$ cat src/rtl/prio_pkg.sv
// Constants and types for the interrupt priority-level fields
// Function
// - code 00 off, 01-11 give levels 0-2
// - reserved bits read zero, writes dropped
// - levels 0-2 only; reset leaves all disabled
// - flash error code in bits 11:10
// - PLL unlock code in bits 9:8
// - low voltage code in bits 7:6
// - external A in 1:0; 5:2 reserved
// - CAN buffer in 9:8; 15:10 reserved
// - CAN wake-up code in bits 7:6
// - CAN bus-off in 3:2; 1:0 reserved
// - port 0 receive full in 15:14
// - port 1 transmit empty in 13:12
// - port 1 receive in 11:10; 9:6 reserved
// - GPIO port A code in bits 5:4
// - GPIO port B code in bits 3:2
// - GPIO port C code in bits 1:0
`default_nettype none
package prio_pkg;
    // ----------------------------------------------------------------
    // Bus and register map
    // ----------------------------------------------------------------
    localparam int DATA_W = 16;
    localparam int ADDR_W = 5;
    localparam int NUM_SRC = 14;
    localparam logic [ADDR_W-1:0] ADDR_FCV = 5'h02;
    localparam logic [ADDR_W-1:0] ADDR_CAN = 5'h03;
    localparam logic [ADDR_W-1:0] ADDR_SPG = 5'h04;
    localparam logic [DATA_W-1:0] RESET_VAL = 16'h0000;
    // Writable bits; all others are reserved
    localparam logic [DATA_W-1:0] MASK_FCV = 16'h0fc3;
    localparam logic [DATA_W-1:0] MASK_CAN = 16'h03fc;
    localparam logic [DATA_W-1:0] MASK_SPG = 16'hfc3f;
    // ----------------------------------------------------------------
    // Field low-bit positions
    // ----------------------------------------------------------------
    localparam int LSB_FLASH_ERR = 10;
    localparam int LSB_PLL_UNLOCK = 8;
    localparam int LSB_LOW_VOLT = 6;
    localparam int LSB_EXT_A = 0;
    localparam int LSB_CAN_MSG = 8;
    localparam int LSB_CAN_WAKE = 6;
    localparam int LSB_CAN_ERR = 4;
    localparam int LSB_CAN_BOFF = 2;
    localparam int LSB_SP0_RX = 14;
    localparam int LSB_SP1_TX = 12;
    localparam int LSB_SP1_RX = 10;
    localparam int LSB_PORT_A = 4;
    localparam int LSB_PORT_B = 2;
    localparam int LSB_PORT_C = 0;
    // ----------------------------------------------------------------
    // Codes, levels and the tagged request
    // ----------------------------------------------------------------
    localparam logic [1:0] CODE_OFF = 2'h0;
    localparam logic [1:0] CODE_LVL0 = 2'h1;
    localparam logic [1:0] CODE_LVL1 = 2'h2;
    localparam logic [1:0] CODE_LVL2 = 2'h3;
    typedef enum logic [1:0] {
        LVL0 = 2'b00,
        LVL1 = 2'b01,
        LVL2 = 2'b10
    } level_e;
    typedef struct packed {
        logic valid;
        level_e level;
    } req_s;
    // Code 00 is the only disabled code
    function automatic logic code_enabled(input logic [1:0] code);
        return code != CODE_OFF;
    endfunction
    // Level 3 cannot be produced by any code
    function automatic level_e code_level(input logic [1:0] code);
        case (code)
            CODE_LVL1: return LVL1;
            CODE_LVL2: return LVL2;
            default: return LVL0;
        endcase
    endfunction
endpackage
`default_nettype wire

$ cat src/rtl/interrupt_priority_fields.sv
// Priority-level registers and tagging of source requests
`timescale 1ns/100ps
`default_nettype none
module interrupt_priority_fields #(
    parameter int NUM_SRC = prio_pkg::NUM_SRC
) (
    input wire logic mclk,
    input wire logic reset_n,
    input wire logic [prio_pkg::ADDR_W-1:0] reg_addr,
    input wire logic [prio_pkg::DATA_W-1:0] reg_wdata,
    input wire logic reg_wr,
    input wire logic reg_rd,
    output logic [prio_pkg::DATA_W-1:0] reg_rdata,
    input wire logic [NUM_SRC-1:0] src_request,
    output prio_pkg::req_s [NUM_SRC-1:0] src_tagged
);
    // ----------------------------------------------------------------
    // Register storage
    // ----------------------------------------------------------------
    logic [prio_pkg::DATA_W-1:0] fcv_q;
    logic [prio_pkg::DATA_W-1:0] can_q;
    logic [prio_pkg::DATA_W-1:0] spg_q;
    logic [prio_pkg::DATA_W-1:0] rdata_q;
    logic [prio_pkg::DATA_W-1:0] rdata_d;
    logic [1:0] field_code [NUM_SRC];

    // Write enables per register
    logic wr_fcv;
    logic wr_can;
    logic wr_spg;
    assign wr_fcv = reg_wr && (reg_addr == prio_pkg::ADDR_FCV);
    assign wr_can = reg_wr && (reg_addr == prio_pkg::ADDR_CAN);
    assign wr_spg = reg_wr && (reg_addr == prio_pkg::ADDR_SPG);

    // Flash, clock and voltage register; reserved bits never stored
    always_ff @(posedge mclk or negedge reset_n)
    begin
        if (!reset_n)
        begin
            fcv_q <= prio_pkg::RESET_VAL;
        end
        else if (wr_fcv)
        begin
            fcv_q <= reg_wdata & prio_pkg::MASK_FCV;
        end
    end

    // CAN sources register
    always_ff @(posedge mclk or negedge reset_n)
    begin
        if (!reset_n)
        begin
            can_q <= prio_pkg::RESET_VAL;
        end
        else if (wr_can)
        begin
            can_q <= reg_wdata & prio_pkg::MASK_CAN;
        end
    end

    // Serial and GPIO port register
    always_ff @(posedge mclk or negedge reset_n)
    begin
        if (!reset_n)
        begin
            spg_q <= prio_pkg::RESET_VAL;
        end
        else if (wr_spg)
        begin
            spg_q <= reg_wdata & prio_pkg::MASK_SPG;
        end
    end

    // ----------------------------------------------------------------
    // Read path
    // ----------------------------------------------------------------
    // Unmapped addresses read zero rather than stale data
    always_comb
    begin
        rdata_d = '0;
        case (reg_addr)
            prio_pkg::ADDR_FCV: rdata_d = fcv_q;
            prio_pkg::ADDR_CAN: rdata_d = can_q;
            prio_pkg::ADDR_SPG: rdata_d = spg_q;
            default: rdata_d = '0;
        endcase
    end

    // Data stands only in the cycle after the read strobe
    always_ff @(posedge mclk or negedge reset_n)
    begin
        if (!reset_n)
        begin
            rdata_q <= '0;
        end
        else if (reg_rd)
        begin
            rdata_q <= rdata_d;
        end
        else
        begin
            rdata_q <= '0;
        end
    end
    assign reg_rdata = rdata_q;

    // ----------------------------------------------------------------
    // Field extraction
    // ----------------------------------------------------------------
    logic [1:0] flash_error_level;
    logic [1:0] pll_unlock_level;
    logic [1:0] low_voltage_level;
    logic [1:0] external_request_a_level;
    logic [1:0] can_msg_buffer_level;
    logic [1:0] can_wakeup_level;
    logic [1:0] can_error_level;
    logic [1:0] can_bus_off_level;
    logic [1:0] serial_port0_rx_full_level;
    logic [1:0] serial_port1_tx_empty_level;
    logic [1:0] serial_port1_rx_full_level;
    logic [1:0] port_a_pin_level;
    logic [1:0] port_b_pin_level;
    logic [1:0] port_c_pin_level;

    // Flash, clock and voltage fields
    assign flash_error_level =
        fcv_q[prio_pkg::LSB_FLASH_ERR +: 2];
    assign pll_unlock_level =
        fcv_q[prio_pkg::LSB_PLL_UNLOCK +: 2];
    assign low_voltage_level =
        fcv_q[prio_pkg::LSB_LOW_VOLT +: 2];
    assign external_request_a_level =
        fcv_q[prio_pkg::LSB_EXT_A +: 2];

    // CAN fields
    assign can_msg_buffer_level =
        can_q[prio_pkg::LSB_CAN_MSG +: 2];
    assign can_wakeup_level =
        can_q[prio_pkg::LSB_CAN_WAKE +: 2];
    assign can_error_level =
        can_q[prio_pkg::LSB_CAN_ERR +: 2];
    assign can_bus_off_level =
        can_q[prio_pkg::LSB_CAN_BOFF +: 2];

    // Serial and GPIO fields
    assign serial_port0_rx_full_level =
        spg_q[prio_pkg::LSB_SP0_RX +: 2];
    assign serial_port1_tx_empty_level =
        spg_q[prio_pkg::LSB_SP1_TX +: 2];
    assign serial_port1_rx_full_level =
        spg_q[prio_pkg::LSB_SP1_RX +: 2];
    assign port_a_pin_level =
        spg_q[prio_pkg::LSB_PORT_A +: 2];
    assign port_b_pin_level =
        spg_q[prio_pkg::LSB_PORT_B +: 2];
    assign port_c_pin_level =
        spg_q[prio_pkg::LSB_PORT_C +: 2];

    // Source index order matches src_request bit order
    assign field_code[0] = flash_error_level;
    assign field_code[1] = pll_unlock_level;
    assign field_code[2] = low_voltage_level;
    assign field_code[3] = external_request_a_level;
    assign field_code[4] = can_msg_buffer_level;
    assign field_code[5] = can_wakeup_level;
    assign field_code[6] = can_error_level;
    assign field_code[7] = can_bus_off_level;
    assign field_code[8] = serial_port0_rx_full_level;
    assign field_code[9] = serial_port1_tx_empty_level;
    assign field_code[10] = serial_port1_rx_full_level;
    assign field_code[11] = port_a_pin_level;
    assign field_code[12] = port_b_pin_level;
    assign field_code[13] = port_c_pin_level;

    // ----------------------------------------------------------------
    // Request tagging
    // ----------------------------------------------------------------
    // One registered slot per source; adds a cycle but keeps outputs
    // glitch free toward the arbiter
    for (genvar i = 0; i < NUM_SRC; i++)
    begin : g_slot
        priority_slot u_slot (
            .mclk(mclk),
            .reset_n(reset_n),
            .code(field_code[i]),
            .request(src_request[i]),
            .tagged_q(src_tagged[i])
        );
    end

    // First cycle out of reset, for the reset-state check
    logic first_q;
    always_ff @(posedge mclk or negedge reset_n)
    begin
        if (!reset_n)
        begin
            first_q <= 1'b1;
        end
        else
        begin
            first_q <= 1'b0;
        end
    end

    for (genvar i = 0; i < NUM_SRC; i++)
    begin : g_chk

    end
endmodule // interrupt_priority_fields
`default_nettype wire

$ cat src/rtl/priority_slot.sv
// One source: registered request tagged with its level
`timescale 1ns/100ps
`default_nettype none
module priority_slot (
    input wire logic mclk,
    input wire logic reset_n,
    input wire logic [1:0] code,
    input wire logic request,
    output prio_pkg::req_s tagged_q
);
    // Disabled sources are gated here, so arbitration never sees them
    always_ff @(posedge mclk or negedge reset_n)
    begin
        if (!reset_n)
        begin
            tagged_q <= '0;
        end
        else
        begin
            tagged_q.valid <= request && prio_pkg::code_enabled(code);
            tagged_q.level <= prio_pkg::code_level(code);
        end
    end
endmodule // priority_slot
`default_nettype wire

$ cat config.mk
export PLATFORM = sky130hd
export DESIGN_NAME = interrupt_priority_fields
export DESIGN_NICKNAME = d
export VERILOG_FILES = /design/src/rtl/prio_pkg.sv /design/src/rtl/interrupt_priority_fields.sv /design/src/rtl/priority_slot.sv
export SDC_FILE = /design/constraint.sdc
export NUM_CORES = 1
export LEC_CHECK = 0
export BUFFER_PORTS_ARGS = -buffer_cell sky130_fd_sc_hd__buf_4
export CORE_MARGIN = 4
export CORE_UTILIZATION = 55
export CTS_BUF_LIST = sky130_fd_sc_hd__clkbuf_8
export DETAILED_ROUTE_END_ITERATION = 12
export PLACE_DENSITY = 0.81
export SYNTH_ARGS = -nofsm -noshare
export SYNTH_HDL_FRONTEND = slang
export SYNTH_HIERARCHICAL = 1
export SYNTH_SLANG_ARGS = --single-unit
$ cat constraint.sdc
create_clock -name mclk -period 1.6 [get_ports mclk]
set_input_delay 0.08 -clock mclk [delete_from_list [all_inputs] [get_ports mclk]]
set_output_delay 0.08 -clock mclk [all_outputs]
set_load 0.1 [all_outputs]
# [Word level (Yosys, flattened, before mapping)]
# Cells that the tools add are included.
[word_totals] output_inout_bits=58 elab_cells=110 regBits=86
[op_classes] muxes=16 n_reduce_logical=31 n_eq_ne=31
[ops] cell="2-bit == test, second input constant" count=28
[ops] cell="2-bit case mux with 2 select lines" count=14
[ops] cell="16-bit case mux with 3 select lines" count=1
[ops] cell="2-bit nonzero test" count=14
[ops] cell="1-bit logical AND" count=17
[ops] cell="16-bit 2-to-1 mux" count=1
[ops] cell="5-bit by 2-bit == test with 1-bit output, second input constant" count=2
[ops] cell="5-bit by 3-bit == test with 1-bit output, second input constant" count=1

# [Longest topological paths before layout]
# Gate-level depths: netlist (run 1).
[depth] word_depth=3 depth_mapped=5 depth_no_buf=3

# [Hierarchy]
# The synthesis (run 1) kept the hierarchy.
[modules_own_cells] module="interrupt_priority_fields" cells_each=123 area_per_inst_um2=1848.0 seq_area_each_um2=1101.1 n_inst=1
[modules_own_cells] module="priority_slot" cells_each=6 area_per_inst_um2=98.8 seq_area_each_um2=75.1 n_inst=14

# [Least setup slack after synthesis (run 1)]
# OpenSTA, ideal clock, no wires.
[synth_timing] kind="input-to-reg" startpoint="input port reg_addr[0] in the netlist's numbering" endpoint="register spg_q[10] in the netlist's numbering" t_required_ns=1.475 n_path_buf=2 stages=5 t_arrival_ns=1.202 path_slack_ns=0.272 path_cell_list="buf_4 > nor4b_4 > nand2_4 > buf_6 > mux2_4"
[synth_between] elab_chain_len=2
[synth_lines] element="start, declared" line="interrupt_priority_fields.sv:9" text="input wire logic [prio_pkg::ADDR_W-1:0] reg_addr,"
[synth_lines] element="5-bit by 3-bit == test with 1-bit output" line="interrupt_priority_fields.sv:33" text="assign wr_spg = reg_wr && (reg_addr == prio_pkg::ADDR_SPG);"
[synth_lines] element="1-bit logical AND" line="interrupt_priority_fields.sv:33"
[synth_lines] element="end signal, assigned" line="interrupt_priority_fields.sv:66" text="spg_q <= prio_pkg::RESET_VAL;"
[synth_lines] element="end signal, assigned" line="interrupt_priority_fields.sv:70" text="spg_q <= reg_wdata & prio_pkg::MASK_SPG;"
[synth_lines] element="end, declared" line="interrupt_priority_fields.sv:22" text="logic [prio_pkg::DATA_W-1:0] spg_q;"
# No other way between the ends.
# A chain may end at the register's enable or synchronous reset.

# [Worst setup path in the final report (run 1)]
[layout_timing] startpoint="register g_slot[12].u_slot/tagged_q[0] in the netlist's numbering" endpoint="output port src_tagged[36] in the netlist's numbering"
[layout_rtl] element="start, declared" line="priority_slot.sv:9" text="output prio_pkg::req_s tagged_q"
[layout_rtl] element="end, declared" line="interrupt_priority_fields.sv:15" text="output prio_pkg::req_s [NUM_SRC-1:0] src_tagged"
# No word-level cell between the ends.

==> run summary, run 1 <==
The worst hold path endpoint is reg_rdata[2]. The tools report the number of placement rows as 27. The maximum number of pins on one net before global-route repair is 87, and the count of TritonRoute iterations in the first routing pass is 4. Among all stages on the critical path, the largest delay is contributed by dfrtp_1.

The clock insertion delay at the later pin of the skew report was 0.35 ns. The max-slew violation count was 0. The first global-routing pass estimated 11500 µm of wire. No sink is reached through more buffers than the 2 on the longest clock path.

For the pin with the worst max-slew slack, the measured transition is 0.530 ns. The run gives 0 ns as the sum of negative setup slack. The fraction of layout instances using a drive strength above 1 came out at 50.4%. Primary flip-flop cell chosen by synthesis mapping: dfrtp_1. For this block, the initial DRC count from the detailed router was 108.

The number of antenna violations at the first check in global routing was 0. The number of maximum-capacitance constraint violations was 0; the total overflow reported by the global router was 0. In this design, the stage delay of the slowest critical-path cell is 0.37 ns. The sequential cells in the finished layout cover a total of 2150 µm². After detailed placement, the design holds a cell count of 376.

The analysis attributes to net switching a power of 2.50 mW. The synthesized netlist net count was 246; the static power due to leakage was 2.32 nW. After detailed routing, the average wire length per cell comes to 16.2 µm. After filler insertion, the fill cell instance count of the layout stands at 312. After layout, the minimum clock period comes to 1.09 ns. The run gives 97 as the number of ports placed on the die boundary. In the final layout, the multi-input gates occupy 1060 µm². The number of H-tree levels was 3. The leading cell type by number of instances after synthesis was dfrtp_1.

Summed over all nets, the half-perimeter wirelength after detailed placement is 4590 µm. Setup repair after global routing left no endpoint under its margin. Power spread over the standard cell area amounts to 1360 nW/µm². The total inserted antenna cells is 0.

The tools report the endpoint of the most critical register-to-register path as can_q[6]. The die is 84.7 µm wide. The global routing usage summed across all routing layers is 20.4%.

After the last flow step, the layout net total stands at 385. The congestion estimate from routability-driven global placement came to 0.693. The part of the Yosys area used for sequential elements is 66.6%, and the via density per instance is 5.07. Prior to clock tree synthesis, the placed netlist has a worst setup slack of 0.247 ns. STA classifies the critical path startpoint as a flip-flop.

The worst register-to-register path begins at can_q[6]. Counting flops with an async set or reset pin after synthesis yields a share of 100%. The logs give 0.101 ns for the worst hold slack after final layout and 7170 µm² for the die footprint. In this run switching power makes up 40.4% of total power. The largest total area in the synthesized netlist belongs to dfrtp_1. For the number of endpoints failing setup at the final stage, the log shows 0. The count of cells in the finished layout, fillers not included, comes to 423. The maximum resistive drop on vdd was 1.10 mV. The total area inside the core boundary comes to 5610 µm². The type of the most critical hold path is input pin to flip-flop.

The finished layout cell area was 4560 µm²; the area growth from synthesis to layout was 41.0%. The depth of the worst hold-timing path is 3. TritonCTS built the clock tree.

The flip-flop and latch count after synthesis is 86. The commonest cells after synthesis are dfrtp_1, mux2_2, nand3b_1. Critical hold path startpoint: reg_addr[3]. Setup slack closes at 0.510 ns. The clock slew at the register clock pins of the worst setup and hold paths is 0.08 ns, and the warning count from the yosys run is 6.

The cell count of the worst reg-to-reg path was 1. The routed wire length is 6860 µm, and the number of synthesized flops with an enable pin is 0. The worst path uses 68.1% of the clock period. CTS saw 86 sinks. Once detail routing completed, the nets flagged for antenna violations numbered 0. The chip height was 84.7 µm; the clock group share of total power was 22.5%. Fraction of post-synthesis cell area in the top cell type by area: 66.6%. Gate family responsible for the most delay along the worst path: flip-flops.

The worst max-slew margin expressed relative to the limit is 64.4%, and the total buffers and inverters traversed by the critical path is 1. The tools report the worst clock skew as 0.00818 ns. The kind of critical path was flip-flop to output port. The effective utilization at floorplan is 57.6%, and the final number of hold-violating endpoints is 0.

STA puts the critical path data arrival time at 1.01 ns. The setup check on the worst reg-to-reg path leaves a slack of 0.77 ns. The routed layout has 2146 vias. In the post-synthesis netlist, the biggest area contributors are dfrtp_1, mux2_2, mux2_4.

The number of global-route vias before repair is 2314, and the distinct cell type count after synthesis is 24. The required time at the worst-slack endpoint is 1.52 ns, and the instance area at placement is 4060 µm². The mapped netlist covers 3230 µm².

The average footprint of a synthesized cell is 15.6 µm², and the top achievable clock speed is 0.918 GHz. In the routed design, unresolved DRC markers number 0. The worst-path maximum fanout is 1. The tools report the library cell used as clock root buffer as clkbuf_8. The critical path goes through buf_4. Kind of end point of the critical path: an output port. Synthesis produced a netlist whose cell count is 207.

The number of buffers created by CTS was 9; the combinational power share was 34.0%. Cell internal power was estimated by the tool at 3.69 mW. The run finished with clean final reports. In this run the tool buffered the top-level ports with 96 buffer cells. The share of total power dissipated in sequential elements is 43.5%.
## cell families after synthesis
family / synth area share [%]
muxes: 12.2
and+or+nand+nor: 15.8
buffers and inverters: 0.697
DFF: 66.6
AOI/OAI and AO/OA: 4.80
## power groups by stage
stage / Clock (mW) / Combinational, mW / Sequential, mW
after detailed placement: 0 / 2.05 / 2.74
after global routing: 1.52 / 2.17 / 2.75
final: 1.39 / 2.10 / 2.70
after CTS: 1.43 / 2.11 / 2.70
after floorplan: 0 / 0.345 / 3.90
after global placement: 0 / 2.02 / 2.73
## layout by cell type (no fill, tap or decap), drive strengths merged, types with 2 or more instances in the layout
cell type and n:
and2b 15, mux2i 4, o21a 14, and2 18
buf 100, mux2 28, inv 2, nand2 3
nand3b 15, clkinvlp 3, dlygate4sd3 31, nor4b 2
nor3b 3, nor2 4, clkbuf 10, a21oi 7
dfrtp 86
## registers in the layout (all words and copies together) (netlist names)
signal	cells
g_slot.u_slot/tagged_q	42
fcv_q	8
can_q	8
reg_rdata	16
spg_q	12
## area by class of cell
class                           count  share of cell area, %
Timing Repair Buffer              131                   23.6
Sequential cell                    86                   47.2
Clock buffer                       10                   3.02
Clock inverter                      6                  0.989
Multi-Input combinational cell    118                   23.2
Tap cell                           72                   1.98
## layer usage
| metal | track usage [%] | share of wire (%) | up-vias |
|---|---|---|---|
| met3 | 7.07 | 8.2 | 6 |
| li1 | - | - | 989 |
| met5 | 0 | 0 | - |
| met1 | 26.6 | 41 | 1063 |
| met4 | 5.18 | 0.83 | 0 |
| met2 | 33.2 | 50 | 88 |
## worst max path at each step
stage,startpoint,end,depth (start not counted)
after CTS,g_slot[12].u_slot/tagged_q[0],src_tagged[36],1
after global routing,g_slot[12].u_slot/tagged_q[0],src_tagged[36],1
after detailed placement,reg_addr[3],can_q[6],4
after floorplan,reg_addr[0],spg_q[10],5
final,g_slot[12].u_slot/tagged_q[0],src_tagged[36],1
after global placement,reg_addr[2],can_q[7],4
## through the flow
| stage | utilization [%] | total power, mW |
|---|---|---|
| after detailed placement | 72.4 | 4.78 |
| after global placement | 72.4 | 4.74 |
| after global routing | 81.2 | 6.44 |
| final | 81.2 | 6.19 |
| after CTS | 81.2 | 6.24 |
| after floorplan | - | 4.24 |
## repair_timing
item	in CTS	in global routing
resized for setup	0	0
buffers inserted	0	0
hold buffers	31	0
hold endpoints to repair	128	0
Power figures use the tool's default switching activity.
==> inputs of run 2 (changes only) <==
--- a/config.mk
+++ b/config.mk
@@ -5,12 +5,13 @@
 export SDC_FILE = /design/constraint.sdc
 export NUM_CORES = 1
 export LEC_CHECK = 0
+export ABC_AREA = 1
 export BUFFER_PORTS_ARGS = -buffer_cell sky130_fd_sc_hd__buf_4
 export CORE_MARGIN = 4
-export CORE_UTILIZATION = 55
+export CORE_UTILIZATION = 48
 export CTS_BUF_LIST = sky130_fd_sc_hd__clkbuf_8
 export DETAILED_ROUTE_END_ITERATION = 12
-export PLACE_DENSITY = 0.81
+export PLACE_DENSITY = 0.75
 export SYNTH_ARGS = -nofsm -noshare
 export SYNTH_HDL_FRONTEND = slang
 export SYNTH_HIERARCHICAL = 1
==> constraint.sdc (replaced) <==
create_clock -name mclk -period 0.95 [get_ports mclk]
set_input_delay 0.0475 -clock mclk [delete_from_list [all_inputs] [get_ports mclk]]
set_output_delay 0.0475 -clock mclk [all_outputs]
set_load 0.1 [all_outputs]
==> run summary, run 2 <==
The max-slew violation count came out at 0. The H-tree was split into 3 levels. In the layout the commonest cells are dfrtp_1, nand2_1, inv_1. Switching power: 4.39 mW. TritonCTS built the clock tree. The combinational power share is 33.7%, and the met1 usage in global routing is 26.3%. Global routing consumed, on the met3 layer, 4.76% of the routing resources. The transition time at the pin with the least slew margin is 0.300 ns. For the synthesized netlist net count, the log shows 375.

The fraction of post-synthesis cell area in the top cell type by area came out at 64.0%. After synthesis, the mean cell area works out to 10.0 µm². After detailed routing, the number of vias per cell comes to 4.93. The register bank with the most flops is g_slot.u_slot/tagged_q.

The final reports fail on setup timing. The total overflow left after global routing is 0. The effective utilization at floorplan was 49.5%; the clock sink count was 86. The worst path in the final design needs a cycle of 1.01 ns, including I/O delays and setup. The slowest stage of the critical path is the dfrtp_1 cell. The region available for standard cell placement spans 6790 µm². The final layout contains routed wiring with a total length of 8480 µm.

Summed over all nets, the half-perimeter wirelength after detailed placement is 5490 µm. The worst-path maximum fanout is 1. The mean routed wirelength per cell was 14.6 µm. Across the routed clock network, the largest skew measured is 0.00932 ns. The number of global-route vias before repair was 2997; the warning count from the yosys run was 6.

Setup total negative slack on the finished layout was measured at -1.10 ns. The internal power of the cells came out at 6.96 mW. The largest total area in the synthesized netlist belongs to dfrtp_1. The register with the most flip-flops in the layout has 42 of them.

IR analysis of the VDD net gives a maximum drop of 1.12 mV. For the number of antenna violations at the first check in global routing, the log shows 0. By area the synthesized netlist is led by dfrtp_1, nand2_1, nand4_1. For the global routing usage summed across all routing layers, the log shows 21.7%. By instance count, the leading cell after synthesis is dfrtp_1. The kind of critical path is flip-flop to output port. On the critical path the largest part of the delay comes from flip-flops. Chip height: 91.7 µm. The final number of hold-violating endpoints is 0, and the die span in x is 91.7 µm. Critical path launch point type: a flip-flop. For the finished layout cell area, the log shows 5320 µm². Buffers inserted during clock tree synthesis total 9. Across all register-to-register paths, the minimum setup slack is 0.08 ns. Distinct cell type count after synthesis: 21. The part of the Yosys area used for sequential elements was 64.0%. For the cell count after synthesis, the log shows 336. The total buffers and inverters traversed by the critical path is 1, and the global-route track usage on met2 is 36.8%.

97 I/O pins were placed. Dividing total power by cell area gives a power density of 2140 nW/µm². The number of maximum-capacitance constraint violations is 0. In this run the cell area of the synthesized design comes to 3360 µm². Net total in the final layout: 518. Setup violations remaining at the end of the flow were counted as 56. Net switching is 38.7% of the power. The post-route DRC violation count came out at 0.

In this run, synthesis inferred 0 flip-flops with an integrated enable. The die covers 8410 µm². On the worst path, the slowest cell contributes a delay of 0.43 ns. The placed instances occupy a cell area of 4270 µm². At the worst endpoint, the required time is 0.90 ns.

In this run the most used layer during global routing was met2. In the finished design, the share of the clock period the worst path needs comes to 106%. The first global-routing pass estimated 14300 µm of wire. The worst pin sits at a relative slew slack of 80.0%. The tools report the total inserted antenna cells as 0. Data on the critical path arrives at its endpoint at 0.96 ns. Leaving out fill and tap cells, the most frequent cell in the layout is dfrtp_1. Across all hold checks on the routed design, the worst slack comes to 0.0436 ns.

Sequential cells account for 40.9% of the total power. Row generation in the floorplan step produced 30 rows. The type of the most critical hold path was input pin to flip-flop. Input and output buffers added on the ports amount to 96.

Counting flops and latches in the post-synthesis netlist gives 86. The fraction of layout instances using a drive strength above 1 was 31.0%. Setup repair after global routing could not meet its margin everywhere. The logs give 2 for the maximum root-to-sink buffer count and 39 for the maximum number of pins on one net before global-route repair.

The critical path goes through buf_12. The tools report the static power due to leakage as 2.77 nW. Relative to the synthesized area, the layout overhead comes to 58.1%. Summing over every cut layer, the via total after detailed routing is 2860. Clock-pin slew was measured on the worst setup and hold paths at 0.09 ns. For the count of TritonRoute iterations in the first routing pass, the log shows 4.

The commonest cells after synthesis are dfrtp_1, nand2_1, inv_1, nor2_1, nand4_1. Post-CTS setup buffer count: 0. The tools report the library cell used as clock root buffer as clkbuf_8.

The clock network burns 25.4% of the power. The setup slack after layout was -0.0581 ns. For the weighted congestion at the end of routability-driven global placement, the log shows 0.808. The primary flip-flop cell chosen by synthesis mapping is dfrtp_1. In the synthesized netlist the async set-or-reset flop fraction comes to 100%. The top achievable clock speed was 0.992 GHz. Kind of end point of the critical path: an output port. The run finished, with violations left.

The clock insertion delay at the later pin of the skew report came out at 0.35 ns. The detailed router finished its first iteration with 142 violations. The remaining antenna violation count is 0.
==> run 2: cell count changes after synthesis, moves of 15 or more <==
cell      previous run  this run
nand2_1              2        60
mux2_2              18         0
nand4_1              0        35
nor2_1               4        48
nand3b_1            15         0
inv_1                0        55
==> run 2: metrics by stage <==
step	total power [mW]	setup WS, ns	util (%)	cells
3_3_place_gp	7.84	-0.0348	62.9	532
2_1_floorplan	6.98	0.0192	-	336
4_1_cts	11.3	-0.0524	77.2	580
3_5_place_dp	7.91	-0.0925	62.9	532
5_1_grt	11.8	-0.0805	78.3	580
6_report	11.4	-0.0581	78.3	580
==> run 2: what timing repair did <==
item                       in CTS  in global routing
gates resized for setup       111                 16
hold buffers                   32                  0
hold endpoints to repair      129                  0
setup endpoints to repair      58                 66
==> run 2: worst paths after layout <==
check	start	endpoint	depth (start not counted)
worst max-delay path	g_slot[8].u_slot/tagged_q[0]	src_tagged[24]	1
worst min-delay path	reg_wr	spg_q[11]	3
worst max register to register	fcv_q[0]	reg_rdata[0]	2
worst min register to register	fcv_q[8]	g_slot[1].u_slot/tagged_q[0]	1
max in group asynchronous	reset_n	reg_rdata[1]	3
min in group asynchronous	reset_n	g_slot[12].u_slot/tagged_q[2]	2
==> run 2: power groups by stage <==
stage / Sequential (mW) / Combinational [mW] / Clock [mW]
after floorplan: 6.42 / 0.558 / 0
after global placement: 4.57 / 3.27 / 0
after detailed placement: 4.59 / 3.32 / 0
after CTS: 4.62 / 3.77 / 2.94
after global routing: 4.72 / 4.00 / 3.09
final: 4.65 / 3.82 / 2.89
==> run 2: area by class of cell <==
class | instances | area (µm²)
Clock buffer | 11 | 151
Sequential cell | 86 | 2150
Fill cell | 436 | 1480
Timing Repair Buffer | 145 | 1690
Multi-Input combinational cell | 179 | 896
Tap cell | 96 | 120
Inverter | 58 | 224
Clock inverter | 5 | 81.3
==> run 2: logic make-up (layout without fill, tap and decap cells) <==
kind of cell           after synthesis  after routing  share of synthesized area [%]
and+or+nand+nor                    156            156                           22.1
DFF                                 86             86                           64.0
buffers and inverters               71            219                           9.38
AOI/OAI and AO/OA                   23             23                           4.54
==> run 2: metal layers <==
layer | vias to the layer above | part of all wire (%)
met1 | 1372 | 38
met5 | - | 0
li1 | 1339 | -
met3 | 26 | 6.5
met2 | 123 | 52
met4 | 0 | 3.4
